$ cat src/hw/emdio_pkg.sv
// constants, carriers and states of the extended management slave
// assumes a 40 MHz system clock and a management clock of at most 5 MHz
package emdio_pkg;

  // wishbone register offsets (byte addresses)
  localparam logic [7:0] EM_CTRL_OFS      = 8'h00;
  localparam logic [7:0] EM_STAT_OFS      = 8'h04;
  localparam logic [7:0] EM_ERR_OFS       = 8'h08;

  // field positions
  localparam int         EM_CTRL_EN_BIT   = 0;
  localparam int         EM_STAT_ACT_BIT  = 0;
  localparam int         EM_STAT_RDP_BIT  = 1;
  localparam int         EM_STAT_WRP_BIT  = 2;
  localparam int         EM_ERR_RD_LSB    = 0;
  localparam int         EM_ERR_WR_LSB    = 16;
  localparam int         EM_PHY_SEL_BIT   = 4;

  // reset values
  localparam logic       EM_CTRL_EN_RST   = 1'b1;

  // frame constants
  localparam logic [1:0] EM_MODE_EXT      = 2'h1;
  localparam logic [1:0] EM_OP_RD         = 2'h2;
  localparam logic [1:0] EM_OP_WR         = 2'h1;
  localparam logic [5:0] EM_PRE_LEN       = 6'h20;
  localparam logic [3:0] EM_HDR_LAST      = 4'hb;
  localparam logic [3:0] EM_DATA_LAST     = 4'hf;
  localparam logic [1:0] EM_STRAP_TAKE    = 2'h2;

  typedef struct packed {
    logic [1:0] op;
    logic [4:0] phy;
    logic [4:0] regf;
  } em_hdr_t;

  // dword address bits 9:2 and half-word select
  typedef struct packed {
    logic [7:0] dw;
    logic       ws;
  } em_loc_t;

  typedef struct packed {
    logic        rd;
    logic        wr;
    logic        done;
    logic [7:0]  addr;
    logic [31:0] wdata;
  } em_reg_req_t;

  typedef struct packed {
    logic [31:0] rdata;
    logic        unused;
    logic        rd16;
  } em_reg_rsp_t;

  typedef enum logic [4:0] {
    EM_IDLE  = 5'h01,
    EM_START = 5'h02,
    EM_HDR   = 5'h04,
    EM_TA    = 5'h08,
    EM_DATA  = 5'h10
  } em_state_t;

  function automatic em_loc_t em_loc(input em_hdr_t h);
    em_loc = em_loc_t'({h.phy[3:0], h.regf});
  endfunction

endpackage

$ cat src/hw/emdio_slave.sv
// extended management slave: two-wire management link to 32-bit register space
// assumes mdc_i/mdio_i/straps/device reset are asynchronous pins, register
// space answers reg_rsp_i combinationally in the cycle of a read request
//
// What this block does
// - answer only phy addresses 16 to 31
// - active only when mode strap reads 01
// - phy 3:0 and reg field map address
// - reg bit 0 picks half, high byte first
// - two opposite halves form one dword access
// - sample and launch on rising management clock
// - data line released except returning read data
// - read: z, then low, sixteen bits, release
// - same half read twice restarts the pair
// - sixteen-bit registers need no companion read
// - read side effects only after second half
// - dword captured at first half, held
// - unused addresses read as driven zeros
// - reset end drops pending read half
// - never drive the line during writes
// - same half written twice discards transfer
module emdio_slave
  import emdio_pkg::*;
(
  input  wire logic        clk_i,
  input  wire logic        rst_i,
  input  wire logic        wb_cyc_i,
  input  wire logic        wb_stb_i,
  input  wire logic        wb_we_i,
  input  wire logic [7:0]  wb_adr_i,
  input  wire logic [31:0] wb_dat_i,
  input  wire logic [3:0]  wb_sel_i,
  output logic      [31:0] wb_dat_o,
  output logic             wb_ack_o,
  input  wire logic        mdc_i,
  input  wire logic        mdio_i,
  output logic             mdio_o,
  output logic             mdio_oe_o,
  input  wire logic [1:0]  mode_strap_i,
  input  wire logic        dev_in_reset_i,
  output em_reg_req_t      reg_req_o,
  input  wire em_reg_rsp_t reg_rsp_i
);

  logic [4:0]  sync_q;
  logic        mdc_s;
  logic        mdio_s;
  logic [1:0]  strap_s;
  logic        devrst_s;

  emdio_sync #(.WIDTH(5)) u_sync (
    .clk_i (clk_i),
    .rst_i (rst_i),
    .d_i   ({mdc_i, mdio_i, mode_strap_i, dev_in_reset_i}),
    .q_o   (sync_q)
  );

  assign mdc_s    = sync_q[4];
  assign mdio_s   = sync_q[3];
  assign strap_s  = sync_q[2:1];
  assign devrst_s = sync_q[0];

  // edge detection and strap capture
  logic        mdc_d_ff, nxt_mdc_d;
  logic        devrst_d_ff, nxt_devrst_d;
  logic [1:0]  strap_cnt_ff, nxt_strap_cnt;
  logic        strap_ok_ff, nxt_strap_ok;
  logic        mdc_rise;
  logic        rst_end;
  logic        active;
  logic        ctrl_en_ff, nxt_ctrl_en;

  always_comb
  begin
    nxt_mdc_d     = mdc_s;
    nxt_devrst_d  = devrst_s;
    nxt_strap_cnt = (strap_cnt_ff == 2'h3) ? strap_cnt_ff : strap_cnt_ff + 2'h1;
    nxt_strap_ok  = strap_ok_ff;
    if (strap_cnt_ff == EM_STRAP_TAKE)
      nxt_strap_ok = (strap_s == EM_MODE_EXT);
  end

  always_ff @(posedge clk_i)
  begin
    if (rst_i)
    begin
      mdc_d_ff     <= 1'b0;
      devrst_d_ff  <= 1'b0;
      strap_cnt_ff <= 2'h0;
      strap_ok_ff  <= 1'b0;
    end
    else
    begin
      mdc_d_ff     <= nxt_mdc_d;
      devrst_d_ff  <= nxt_devrst_d;
      strap_cnt_ff <= nxt_strap_cnt;
      strap_ok_ff  <= nxt_strap_ok;
    end
  end

  assign mdc_rise = mdc_s & ~mdc_d_ff;
  assign rst_end  = devrst_d_ff & ~devrst_s;
  assign active   = strap_ok_ff & ctrl_en_ff;

  // frame engine and pairing
  em_state_t   state_ff, nxt_state;
  logic [5:0]  pre_cnt_ff, nxt_pre_cnt;
  logic [3:0]  bit_cnt_ff, nxt_bit_cnt;
  em_hdr_t     hdr_ff, nxt_hdr;
  logic        is_rd_ff, nxt_is_rd;
  logic        rd_second_ff, nxt_rd_second;
  logic [15:0] rsh_ff, nxt_rsh;
  logic [15:0] wsh_ff, nxt_wsh;
  logic [31:0] hold_ff, nxt_hold;
  logic        rd_pend_ff, nxt_rd_pend;
  em_loc_t     rd_loc_ff, nxt_rd_loc;
  logic        wr_pend_ff, nxt_wr_pend;
  em_loc_t     wr_loc_ff, nxt_wr_loc;
  logic [15:0] wr_half_ff, nxt_wr_half;
  logic [15:0] rd_err_ff, nxt_rd_err;
  logic [15:0] wr_err_ff, nxt_wr_err;
  logic        mdio_ff, nxt_mdio;
  logic        mdio_oe_ff, nxt_mdio_oe;
  em_reg_req_t req_ff, nxt_req;

  em_hdr_t     h_new;
  em_loc_t     loc_new;
  em_loc_t     loc_cur;
  logic        hdr_done;
  logic        data_done;
  logic        sel_new;
  logic        rd_pair;
  logic        rd_same;
  logic        wr_pair;
  logic        wr_same;
  logic [15:0] half;
  logic [15:0] wd;

  assign h_new     = em_hdr_t'({hdr_ff[10:0], mdio_s});
  assign loc_new   = em_loc(h_new);
  assign loc_cur   = em_loc(hdr_ff);
  assign hdr_done  = mdc_rise && (state_ff == EM_HDR) && (bit_cnt_ff == EM_HDR_LAST);
  assign data_done = mdc_rise && (state_ff == EM_DATA) && (bit_cnt_ff == EM_DATA_LAST);
  assign sel_new   = active && h_new.phy[EM_PHY_SEL_BIT]
                     && (h_new.op == EM_OP_RD || h_new.op == EM_OP_WR);
  assign rd_pair   = rd_pend_ff && (rd_loc_ff.dw == loc_new.dw) && (rd_loc_ff.ws != loc_new.ws);
  assign rd_same   = rd_pend_ff && (rd_loc_ff == loc_new);
  assign wr_pair   = wr_pend_ff && (wr_loc_ff.dw == loc_cur.dw) && (wr_loc_ff.ws != loc_cur.ws);
  assign wr_same   = wr_pend_ff && (wr_loc_ff == loc_cur);
  assign half      = hdr_ff.regf[0] ? hold_ff[31:16] : hold_ff[15:0];
  assign wd        = {wsh_ff[14:0], mdio_s};

  always_comb
  begin
    nxt_state     = state_ff;
    nxt_pre_cnt   = pre_cnt_ff;
    nxt_bit_cnt   = bit_cnt_ff;
    nxt_hdr       = hdr_ff;
    nxt_is_rd     = is_rd_ff;
    nxt_rd_second = rd_second_ff;
    nxt_rsh       = rsh_ff;
    nxt_wsh       = wsh_ff;
    nxt_hold      = hold_ff;
    nxt_rd_pend   = rd_pend_ff;
    nxt_rd_loc    = rd_loc_ff;
    nxt_wr_pend   = wr_pend_ff;
    nxt_wr_loc    = wr_loc_ff;
    nxt_wr_half   = wr_half_ff;
    nxt_rd_err    = rd_err_ff;
    nxt_wr_err    = wr_err_ff;
    nxt_mdio      = mdio_ff;
    nxt_mdio_oe   = mdio_oe_ff;
    nxt_req       = req_ff;
    nxt_req.rd    = 1'b0;
    nxt_req.wr    = 1'b0;
    nxt_req.done  = 1'b0;
    if (req_ff.rd)
    begin
      nxt_hold = reg_rsp_i.unused ? 32'h0 : reg_rsp_i.rdata;
      if (reg_rsp_i.rd16)
        nxt_rd_pend = 1'b0;
    end
    if (rst_end)
      nxt_rd_pend = 1'b0;
    if (!active)
    begin
      nxt_state   = EM_IDLE;
      nxt_pre_cnt = 6'h0;
      nxt_mdio_oe = 1'b0;
      nxt_mdio    = 1'b0;
    end
    else if (mdc_rise)
    begin
      case (state_ff)
        EM_IDLE:
        begin
          if (mdio_s)
            nxt_pre_cnt = (pre_cnt_ff == EM_PRE_LEN) ? pre_cnt_ff : pre_cnt_ff + 6'h1;
          else
          begin
            if (pre_cnt_ff == EM_PRE_LEN)
              nxt_state = EM_START;
            nxt_pre_cnt = 6'h0;
          end
        end
        EM_START:
        begin
          nxt_state   = mdio_s ? EM_HDR : EM_IDLE;
          nxt_bit_cnt = 4'h0;
        end
        EM_HDR:
        begin
          nxt_hdr     = h_new;
          nxt_bit_cnt = bit_cnt_ff + 4'h1;
          if (bit_cnt_ff == EM_HDR_LAST)
          begin
            nxt_bit_cnt = 4'h0;
            nxt_state   = sel_new ? EM_TA : EM_IDLE;
            nxt_is_rd   = (h_new.op == EM_OP_RD);
            if (sel_new && h_new.op == EM_OP_RD)
            begin
              nxt_wr_pend   = 1'b0;
              nxt_rd_second = rd_pair;
              if (rd_pair)
                nxt_rd_pend = 1'b0;
              else
              begin
                if (rd_pend_ff)
                  nxt_rd_err = rd_err_ff + 16'h1;
                nxt_req.rd   = 1'b1;
                nxt_req.addr = loc_new.dw;
                nxt_rd_pend  = 1'b1;
                nxt_rd_loc   = loc_new;
              end
            end
            else if (sel_new)
              nxt_rd_pend = 1'b0;
          end
        end
        EM_TA:
        begin
          if (bit_cnt_ff == 4'h0)
          begin
            nxt_bit_cnt = 4'h1;
            if (is_rd_ff)
            begin
              nxt_mdio_oe = 1'b1;
              nxt_mdio    = 1'b0;
            end
          end
          else
          begin
            nxt_state   = EM_DATA;
            nxt_bit_cnt = 4'h0;
            if (is_rd_ff)
            begin
              nxt_mdio = half[15];
              nxt_rsh  = {half[14:0], 1'b0};
            end
          end
        end
        EM_DATA:
        begin
          nxt_bit_cnt = bit_cnt_ff + 4'h1;
          if (is_rd_ff)
          begin
            nxt_mdio = rsh_ff[15];
            nxt_rsh  = {rsh_ff[14:0], 1'b0};
          end
          else
            nxt_wsh = wd;
          if (bit_cnt_ff == EM_DATA_LAST)
          begin
            nxt_state   = EM_IDLE;
            nxt_pre_cnt = 6'h0;
            nxt_bit_cnt = 4'h0;
            if (is_rd_ff)
            begin
              nxt_mdio_oe  = 1'b0;
              nxt_mdio     = 1'b0;
              nxt_req.done = rd_second_ff;
              nxt_req.addr = loc_cur.dw;
            end
            else if (wr_pair)
            begin
              nxt_req.wr    = 1'b1;
              nxt_req.addr  = loc_cur.dw;
              nxt_req.wdata = loc_cur.ws ? {wd, wr_half_ff} : {wr_half_ff, wd};
              nxt_wr_pend   = 1'b0;
            end
            else if (wr_same)
            begin
              nxt_wr_pend = 1'b0;
              nxt_wr_err  = wr_err_ff + 16'h1;
            end
            else
            begin
              nxt_wr_pend = 1'b1;
              nxt_wr_loc  = loc_cur;
              nxt_wr_half = wd;
            end
          end
        end
        default:
          nxt_state = EM_IDLE;
      endcase
    end
  end

  always_ff @(posedge clk_i)
  begin
    if (rst_i)
    begin
      state_ff     <= EM_IDLE;
      pre_cnt_ff   <= 6'h0;
      bit_cnt_ff   <= 4'h0;
      hdr_ff       <= '0;
      is_rd_ff     <= 1'b0;
      rd_second_ff <= 1'b0;
      rsh_ff       <= 16'h0;
      wsh_ff       <= 16'h0;
      hold_ff      <= 32'h0;
      rd_pend_ff   <= 1'b0;
      rd_loc_ff    <= '0;
      wr_pend_ff   <= 1'b0;
      wr_loc_ff    <= '0;
      wr_half_ff   <= 16'h0;
      rd_err_ff    <= 16'h0;
      wr_err_ff    <= 16'h0;
      mdio_ff      <= 1'b0;
      mdio_oe_ff   <= 1'b0;
      req_ff       <= '0;
    end
    else
    begin
      state_ff     <= nxt_state;
      pre_cnt_ff   <= nxt_pre_cnt;
      bit_cnt_ff   <= nxt_bit_cnt;
      hdr_ff       <= nxt_hdr;
      is_rd_ff     <= nxt_is_rd;
      rd_second_ff <= nxt_rd_second;
      rsh_ff       <= nxt_rsh;
      wsh_ff       <= nxt_wsh;
      hold_ff      <= nxt_hold;
      rd_pend_ff   <= nxt_rd_pend;
      rd_loc_ff    <= nxt_rd_loc;
      wr_pend_ff   <= nxt_wr_pend;
      wr_loc_ff    <= nxt_wr_loc;
      wr_half_ff   <= nxt_wr_half;
      rd_err_ff    <= nxt_rd_err;
      wr_err_ff    <= nxt_wr_err;
      mdio_ff      <= nxt_mdio;
      mdio_oe_ff   <= nxt_mdio_oe;
      req_ff       <= nxt_req;
    end
  end

  assign mdio_o    = mdio_ff;
  assign mdio_oe_o = mdio_oe_ff;
  assign reg_req_o = req_ff;

  // wishbone slave, ack one cycle after strobe
  logic        ack_ff, nxt_ack;
  logic [31:0] dat_ff, nxt_dat;

  always_comb
  begin
    nxt_ack     = wb_cyc_i & wb_stb_i & ~ack_ff;
    nxt_dat     = dat_ff;
    nxt_ctrl_en = ctrl_en_ff;
    if (nxt_ack && !wb_we_i)
    begin
      nxt_dat = 32'h0;
      case (wb_adr_i)
        EM_CTRL_OFS:
          nxt_dat[EM_CTRL_EN_BIT] = ctrl_en_ff;
        EM_STAT_OFS:
        begin
          nxt_dat[EM_STAT_ACT_BIT] = active;
          nxt_dat[EM_STAT_RDP_BIT] = rd_pend_ff;
          nxt_dat[EM_STAT_WRP_BIT] = wr_pend_ff;
        end
        EM_ERR_OFS:
        begin
          nxt_dat[EM_ERR_RD_LSB +: 16] = rd_err_ff;
          nxt_dat[EM_ERR_WR_LSB +: 16] = wr_err_ff;
        end
        default:
          nxt_dat = 32'h0;
      endcase
    end
    if (nxt_ack && wb_we_i && wb_adr_i == EM_CTRL_OFS && wb_sel_i[0])
      nxt_ctrl_en = wb_dat_i[EM_CTRL_EN_BIT];
  end

  always_ff @(posedge clk_i)
  begin
    if (rst_i)
    begin
      ack_ff     <= 1'b0;
      dat_ff     <= 32'h0;
      ctrl_en_ff <= EM_CTRL_EN_RST;
    end
    else
    begin
      ack_ff     <= nxt_ack;
      dat_ff     <= nxt_dat;
      ctrl_en_ff <= nxt_ctrl_en;
    end
  end

  assign wb_ack_o = ack_ff;
  assign wb_dat_o = dat_ff;
endmodule

$ cat src/hw/emdio_sync.sv
// two-flop synchroniser for pins from outside the system clock domain
// assumes one system clock and a synchronous active-high reset
module emdio_sync #(
  parameter int WIDTH = 1
) (
  input  wire logic             clk_i,
  input  wire logic             rst_i,
  input  wire logic [WIDTH-1:0] d_i,
  output logic      [WIDTH-1:0] q_o
);

  logic [WIDTH-1:0] meta_ff;
  logic [WIDTH-1:0] q_ff;

  always_ff @(posedge clk_i)
  begin
    if (rst_i)
    begin
      meta_ff <= '0;
      q_ff    <= '0;
    end
    else
    begin
      meta_ff <= d_i;
      q_ff    <= meta_ff;
    end
  end

  assign q_o = q_ff;

endmodule

$ cat config.mk
export PLATFORM = sky130hd
export DESIGN_NAME = emdio_slave
export DESIGN_NICKNAME = d
export VERILOG_FILES = /design/src/hw/emdio_pkg.sv /design/src/hw/emdio_slave.sv /design/src/hw/emdio_sync.sv
export SDC_FILE = /design/constraint.sdc
export NUM_CORES = 1
export LEC_CHECK = 0
export BUFFER_PORTS_ARGS = -buffer_cell sky130_fd_sc_hd__buf_2
export CAP_MARGIN = 20
export CELL_PAD_IN_SITES_DETAIL_PLACEMENT = 2
export CELL_PAD_IN_SITES_GLOBAL_PLACEMENT = 2
export CORE_UTILIZATION = 34
export CTS_CLUSTER_SIZE = 20
export DETAILED_ROUTE_END_ITERATION = 7
export PLACE_DENSITY_LB_ADDON = 0.2
export RECOVER_POWER = 100
export SLEW_MARGIN = 10
export SYNTH_ARGS = -nofsm -noshare
export SYNTH_HDL_FRONTEND = slang
export SYNTH_SLANG_ARGS = --single-unit
$ cat constraint.sdc
create_clock -name clk_i -period 2.95 [get_ports clk_i]
set_input_delay 0.59 -clock clk_i [delete_from_list [all_inputs] [get_ports clk_i]]
set_output_delay 0.59 -clock clk_i [all_outputs]
set_load 0.02 [all_outputs]
==> results of run 1 <==
-- metrics by stage --
stage / hold slack, ns / util (%) / std cells
after floorplan: 0.411 / - / 1268
after global placement: 0.419 / 38.5 / 1779
after detailed placement: 0.427 / 38.5 / 1779
after CTS: 0.209 / 41.9 / 1834
after global routing: 0.235 / 41.4 / 1835
final: 0.233 / 41.4 / 1835
-- cells in the final DEF (no fill, tap or decap), types with 3 or more instances in the layout --
| cell type | count |
|---|---|
| clkinv_2 | 5 |
| or3_1 | 9 |
| clkbuf_2 | 5 |
| nand3_1 | 40 |
| dfxtp_1 | 251 |
| clkbuf_1 | 89 |
| o41ai_1 | 3 |
| clkbuf_16 | 30 |
| nand2b_1 | 15 |
| a22oi_1 | 32 |
| nand4_1 | 19 |
| nor3b_1 | 4 |
| a221oi_1 | 4 |
| or2_2 | 3 |
| nand4b_1 | 4 |
| mux2i_1 | 79 |
| nor3_1 | 10 |
| and3_1 | 6 |
| xnor2_1 | 17 |
| nand2_1 | 135 |
| buf_4 | 24 |
| o21ai_0 | 27 |
| nor4_1 | 8 |
| inv_1 | 21 |
| nor2b_1 | 46 |
| a211o_1 | 3 |
| bufinv_16 | 5 |
| or4_1 | 26 |
| nand3b_1 | 3 |
| buf_2 | 54 |
| o31ai_1 | 21 |
| clkbuf_8 | 8 |
| o211ai_1 | 18 |
| a21oi_1 | 136 |
| xor2_1 | 6 |
| nor2_1 | 146 |
| mux2_2 | 42 |
| ha_1 | 9 |
-- kinds of logic (layout without fill, tap and decap cells) --
kind of cell | after synthesis | in the layout
DFF | 252 | 252
AOI/OAI and AO/OA | 260 | 260
adders and majority gates | 9 | 9
buffers and inverters | 115 | 247
xor gates and xnor gates | 23 | 23
muxes | 121 | 121
and+or+nand+nor | 488 | 488
-- path summary, 6_finish.rpt --
| path | end | slack [ns] | cells past startpoint |
|---|---|---|---|
| min | u_sync.meta_ff[4]$_SDFF_PP0_ | 0.23 | 2 |
| max | wr_err_ff[9]$_SDFFE_PP0P_ | 0.29 | 7 |
| min reg2reg | devrst_d_ff$_SDFF_PP0_ | 0.44 | 2 |
| max reg2reg | wr_err_ff[9]$_SDFFE_PP0P_ | 0.29 | 7 |
-- registers in the layout (all words and copies together) (netlist names), 11 cells and up, named ones only --
name        cells
h_new          11
rd_err_ff      16
wsh_ff         15
rsh_ff         15
wr_half_ff     16
wb_dat_o       32
reg_req_o      43
wr_err_ff      16
hold_ff        32
-- routing by layer --
| metal | share of wire (%) | global-route usage (%) | up-vias |
|---|---|---|---|
| met5 | 0 | 0 | - |
| met3 | 3.5 | 3.25 | 48 |
| met1 | 46 | 25.5 | 4793 |
| met2 | 49 | 35.5 | 142 |
| met4 | 2.2 | 5.51 | 0 |
| li1 | - | - | 4664 |
-- critical path: cells and delay by family, from the launching register on --
kind | cells | cell delay [ns]
compound gates | 1 | 0.17
xor+xnor | 1 | 0.13
buf+inv | 2 | 0.47
flops | 1 | 0.42
simple gates | 3 | 1.37
-- where the power goes --
group          total [mW]  leakage (nW)  internal, mW  switching, mW
Clock                4.04         0.535          2.51           1.53
Sequential           3.43          2.03          3.42        0.00946
Combinational       0.158          2.48        0.0514          0.107
-- final cells by class --
type | instances | area [um2]
tap | 435 | 544
timing repair buffer | 171 | 845
inverter | 21 | 78.8
fill | 3640 | 18600
sequential | 252 | 5050
clock inverter | 12 | 213
clock buffer | 43 | 880
multi-input combinational | 901 | 5550
==> impl_metrics.yaml, run 1 <==
synth:
  yosysWarnings: 0
  synth_cells: 1268
  synthAdderAreaFrac_pct: 1.02
  syn_area_per_cell_um2: 8.72
  yosys.area_share.simple_pct: 21.6
  yosysSeqAreaShare_pct: 45.6
  synth_mux_area_share_pct: 11.4
  synth_xor_area_share_pct: 1.82
  synth_compound_gate_area_share_pct: 14.4
  synth_top_cell_area_share_pct: 45.6
  synthArstFlopShare_pct: 0
  synth_commonest_cells: "252 x dfxtp_1, 146 x nor2_1, 136 x a21oi_1"
  ys_seq_elements: 252
  syn_area_um2: 11100
  syn_nets: 1365
  synth_ff_type: "dfxtp_1"
  synth_most_common_cell: "dfxtp_1"
  synth_top_family_by_area: "simple AND/OR/NAND/NOR gates"
  synth-edff-count: 0
  synthTopCellsByArea: "dfxtp_1 46%, mux2i_1 7.2%, a21oi_1 6.2%, nor2_1 5.0%, nand2_1 4.6%"
  synth.distinct_cells: 58
  synth_top_area_cell: "dfxtp_1"
clock_network:
  cts.repair.resized: 0
  clk_pin_slew_worst_paths_ns: 0.06
  clock-root-buffer: "clkbuf_16"
  post_cts_buffers: 0
  cts_hold_buffers: 0
  cts_made_buffers: 30
  clock_sinks: 252
  cts_tree: "built"
  clockBufferDepth: 3
  clkLatencyLatePin_ns: 0.57
  htree_levels: 1
sta:
  period_share_pct: 90.2
  drv_slew: 168
  relSlewSlack_pct: -30.4
  period_minus_slack_ns: 2.66
  rsz0062_at_grt: "false"
  setup_viol: 0
  tightest_slew_ns: 1.96
  max_freq_ghz: 0.376
  post-route-worst-setup-slack_ns: 0.288
  hold_viol: 0
  fin_tns_setup_ns: 0
  finalClockSkew_ns: 0.0167
power:
  power.density_nw_per_um2: 580
  ir_drop_mv: 0.475
  p_leak_nw: 5.05
  power_mw: 7.63
critical_path:
  path_cells: "buf_4 > xnor2_1 > nand3_1 > or4_1 > clkbuf_2 > or4_1 > a21oi_1"
  r2r-start: "h_new[8]$_SDFFE_PP0P_"
  slowest_delay_ns: 0.56
  cp_slowest_cell: "or4_1"
  cp.arrival_ns: 3.14
  end_kind: "register"
  cp-start-kind: "register"
  worst-path-max-fanout: 19
  crit_top_cell: "or4_1"
  path_class: "register to register"
  crit_start: "h_new[8]$_SDFFE_PP0P_"
  worst_ep_required_time_ns: 3.43
run_status:
  violations: "capacitance limit, slew limit"
  outcome: "finished, violations left"
grt:
  grt_pass1_wl_mm: 54.9
  grt_util_all_layers_pct: 20.2
  overflow: 0
  antenna_found_initial: 0
  grt_pass1_vias: 10336
  grt_max_degree: 83
layout:
  drive_gt1_share_pct: 13.8
  areaGrowthSynthToFinish_pct: 19.0
  final_nets: 1474
  num_antenna_cells: 0
  stdcell_area_um2: 13200
floorplan:
  dieArea_um2: 33200
  fp.coreArea_um2: 31800
  pin_count: 166
  rows: 65
  initial_core_util_pct: 34.8
  die_h_um: 182
  die_width_um: 182
placed_design:
  portBuffers: 131
  place_area_um2: 12200
  hpwl_mm: 21.9
  gp_congestion: 0.814
  dp_slack_ns: 0.388
routing:
  wire_per_inst_um: 18.2
  postRouteAntennaNets: 0
  wl_mm: 33.5
  first_pass_iters: 5
  vias_per_cell: 5.26
  drt_iter0_drc: 368
  drc: 0
  via_count: 9647
run:
  max_cap_viol_count: 3
worst_hold_path:
  min_from: "mdc_i"
  hold_path_class: "input port to register"
(Power assumes the default switching activity.)
==> inputs of run 2 (changes only) <==
==> constraint.sdc (replaced) <==
create_clock -name clk_i -period 2.95 [get_ports clk_i]
set_input_delay 0.1475 -clock clk_i [delete_from_list [all_inputs] [get_ports clk_i]]
set_output_delay 0.1475 -clock clk_i [all_outputs]
set_load 0.02 [all_outputs]
==> impl_metrics.yaml, run 2 (synthesized netlist as in run 1, its figures left out) <==
run_status:
  outcome: "finished, violations left"
  violations: "capacitance limit, slew limit"
clock_network:
  cts.repair.resized: 0
  cts_made_buffers: 28
  clock_sinks: 252
  htree_levels: 1
  post_cts_buffers: 0
  clkLatencyLatePin_ns: 0.55
  cts_tree: "built"
  clockBufferDepth: 3
  clk_pin_slew_worst_paths_ns: 0.06
  clock-root-buffer: "clkbuf_16"
worst_hold_path:
  hold_depth: 4
  min_from: "reg_rsp_i[0]"
  holdPathEnd: "rd_pend_ff$_SDFF_PP0_"
  hold_path_class: "input port to register"
sta:
  fin_tns_setup_ns: 0
  post-route-worst-setup-slack_ns: 0.294
  period_share_pct: 90.0
  max_freq_ghz: 0.377
  relSlewSlack_pct: -25.8
  hold_viol: 0
  period_minus_slack_ns: 2.66
  finalClockSkew_ns: 0.00977
  tightest_slew_ns: 1.89
  rsz0062_at_grt: "false"
  drv_slew: 90
  setup_viol: 0
critical_path:
  path_depth: 8
  worst_ep_required_time_ns: 3.39
  r2r_slack_ns: 0.29
  cp_slowest_cell: "or4_1"
  path_cells: "inv_1 > ha_1 > nand4b_1 > nor4_4 > o311ai_4 > buf_6 > or4_1 > a21oi_1"
  crit_start: "h_new[10]$_SDFFE_PP0P_"
  cp-start-kind: "register"
  r2r-start: "h_new[10]$_SDFFE_PP0P_"
  crit_buf_inv: 2
  reg2reg_depth: 8
  slowest_delay_ns: 0.50
  crit_family: "simple AND/OR/NAND/NOR gates"
  worst-path-max-fanout: 17
  path_class: "register to register"
  cp.arrival_ns: 3.09
  end_kind: "register"
  reg2reg_to: "rd_err_ff[10]$_SDFFE_PP0P_"
placed_design:
  portBuffers: 131
  hpwl_mm: 22.3
  gp_congestion: 0.803
  dp_slack_ns: 0.329
routing:
  postRouteAntennaNets: 0
  vias_per_cell: 5.25
  first_pass_iters: 4
  drt_iter0_drc: 481
  wl_mm: 34.8
  wire_per_inst_um: 18.6
  drc: 0
  via_count: 9835
layout:
  final_cell_mix: "251 x dfxtp_1, 146 x nor2_1, 136 x a21oi_1"
  largest_reg_flops: 43
  areaGrowthSynthToFinish_pct: 22.5
  drive_gt1_share_pct: 13.0
  final_common_cell: "dfxtp_1"
  final_nets: 1514
  finalCoreUtilization_pct: 42.6
  num_antenna_cells: 0
floorplan:
  fp.coreArea_um2: 31800
  dieArea_um2: 33200
  rows: 65
  initial_core_util_pct: 34.8
  die_h_um: 182
  die_width_um: 182
  pin_count: 166
grt:
  grt_pass1_vias: 10746
  grt_util_all_layers_pct: 20.9
  grt_max_degree: 103
  overflow: 0
  grt_pass1_wl_mm: 56.5
  antenna_found_initial: 0
power:
  power.density_nw_per_um2: 558
  ir_drop_mv: 0.364
  p_leak_nw: 5.20
run:
  max_cap_viol_count: 1
[run 2: changes by cell type in the layout (fill, tap and decap cells not counted), sizes merged]
cell / before / now
buf: 81 / 78
clkinv: 6 / 5
dlygate4sd3: 0 / 42
clkbuf: 133 / 134
[run 2: area by class of cell]
class | instances | area, um2
Timing Repair Buffer | 213 | 1260
Clock inverter | 11 | 183
Clock buffer | 41 | 861
Inverter | 21 | 78.8
Fill cell | 3574 | 18300
Tap cell | 435 | 544
Sequential cell | 252 | 5050
Multi-Input combinational cell | 901 | 5560
[run 2: worst max-delay path by stage]
stage	end	slack, ns
floorplan	rd_err_ff[5]$_SDFFE_PP0P_	0.46
global route	wr_err_ff[8]$_SDFFE_PP0P_	0.12
detailed placement	rd_loc_ff[0]$_SDFFE_PP0P_	0.33
global placement	rd_loc_ff[0]$_SDFFE_PP0P_	0.42
CTS	rd_loc_ff[0]$_SDFFE_PP0P_	0.24
finish	rd_err_ff[10]$_SDFFE_PP0P_	0.29
[run 2: worst min-delay path: cells and delay by family]
family / cells / cell delay (ns)
AO/OA/AOI/OAI: 3 / 0.23
buffers and inverters: 1 / 0.11
[run 2: routing by layer]
layer / track usage (%) / vias to the layer above / routed length [um]
met3: 2.77 / 43 / 1020
li1: - / 4755 / -
met4: 5.18 / 0 / 632
met5: 0 / - / 0
met1: 25.8 / 4904 / 15700
met2: 37.9 / 133 / 17400
[run 2: report_power, final]
part | total [mW] | internal [mW] | switching, mW | leakage [nW]
registers | 3.43 | 3.42 | 0.00923 | 2.03
logic | 0.207 | 0.0873 | 0.120 | 2.65
clock network | 3.92 | 2.45 | 1.47 | 0.516
[run 2: what timing repair did]
action	CTS	global route
hold buffers	42	0
endpoints found under the setup margin	0	0
endpoints found under the hold margin	41	0
[run 2: stage by stage]
step / std cells / hold WS [ns] / power [mW] / cell area (um2)
after global routing: 1874 / 0.0745 / 7.80 / 13500
after detailed placement: 1779 / 0.363 / 3.67 / 12200
final: 1874 / 0.0174 / 7.56 / 13500
after CTS: 1873 / 0.0168 / 7.66 / 13700
after floorplan: 1268 / 0.276 / 3.59 / 11100
after global placement: 1779 / 0.357 / 3.66 / 12200
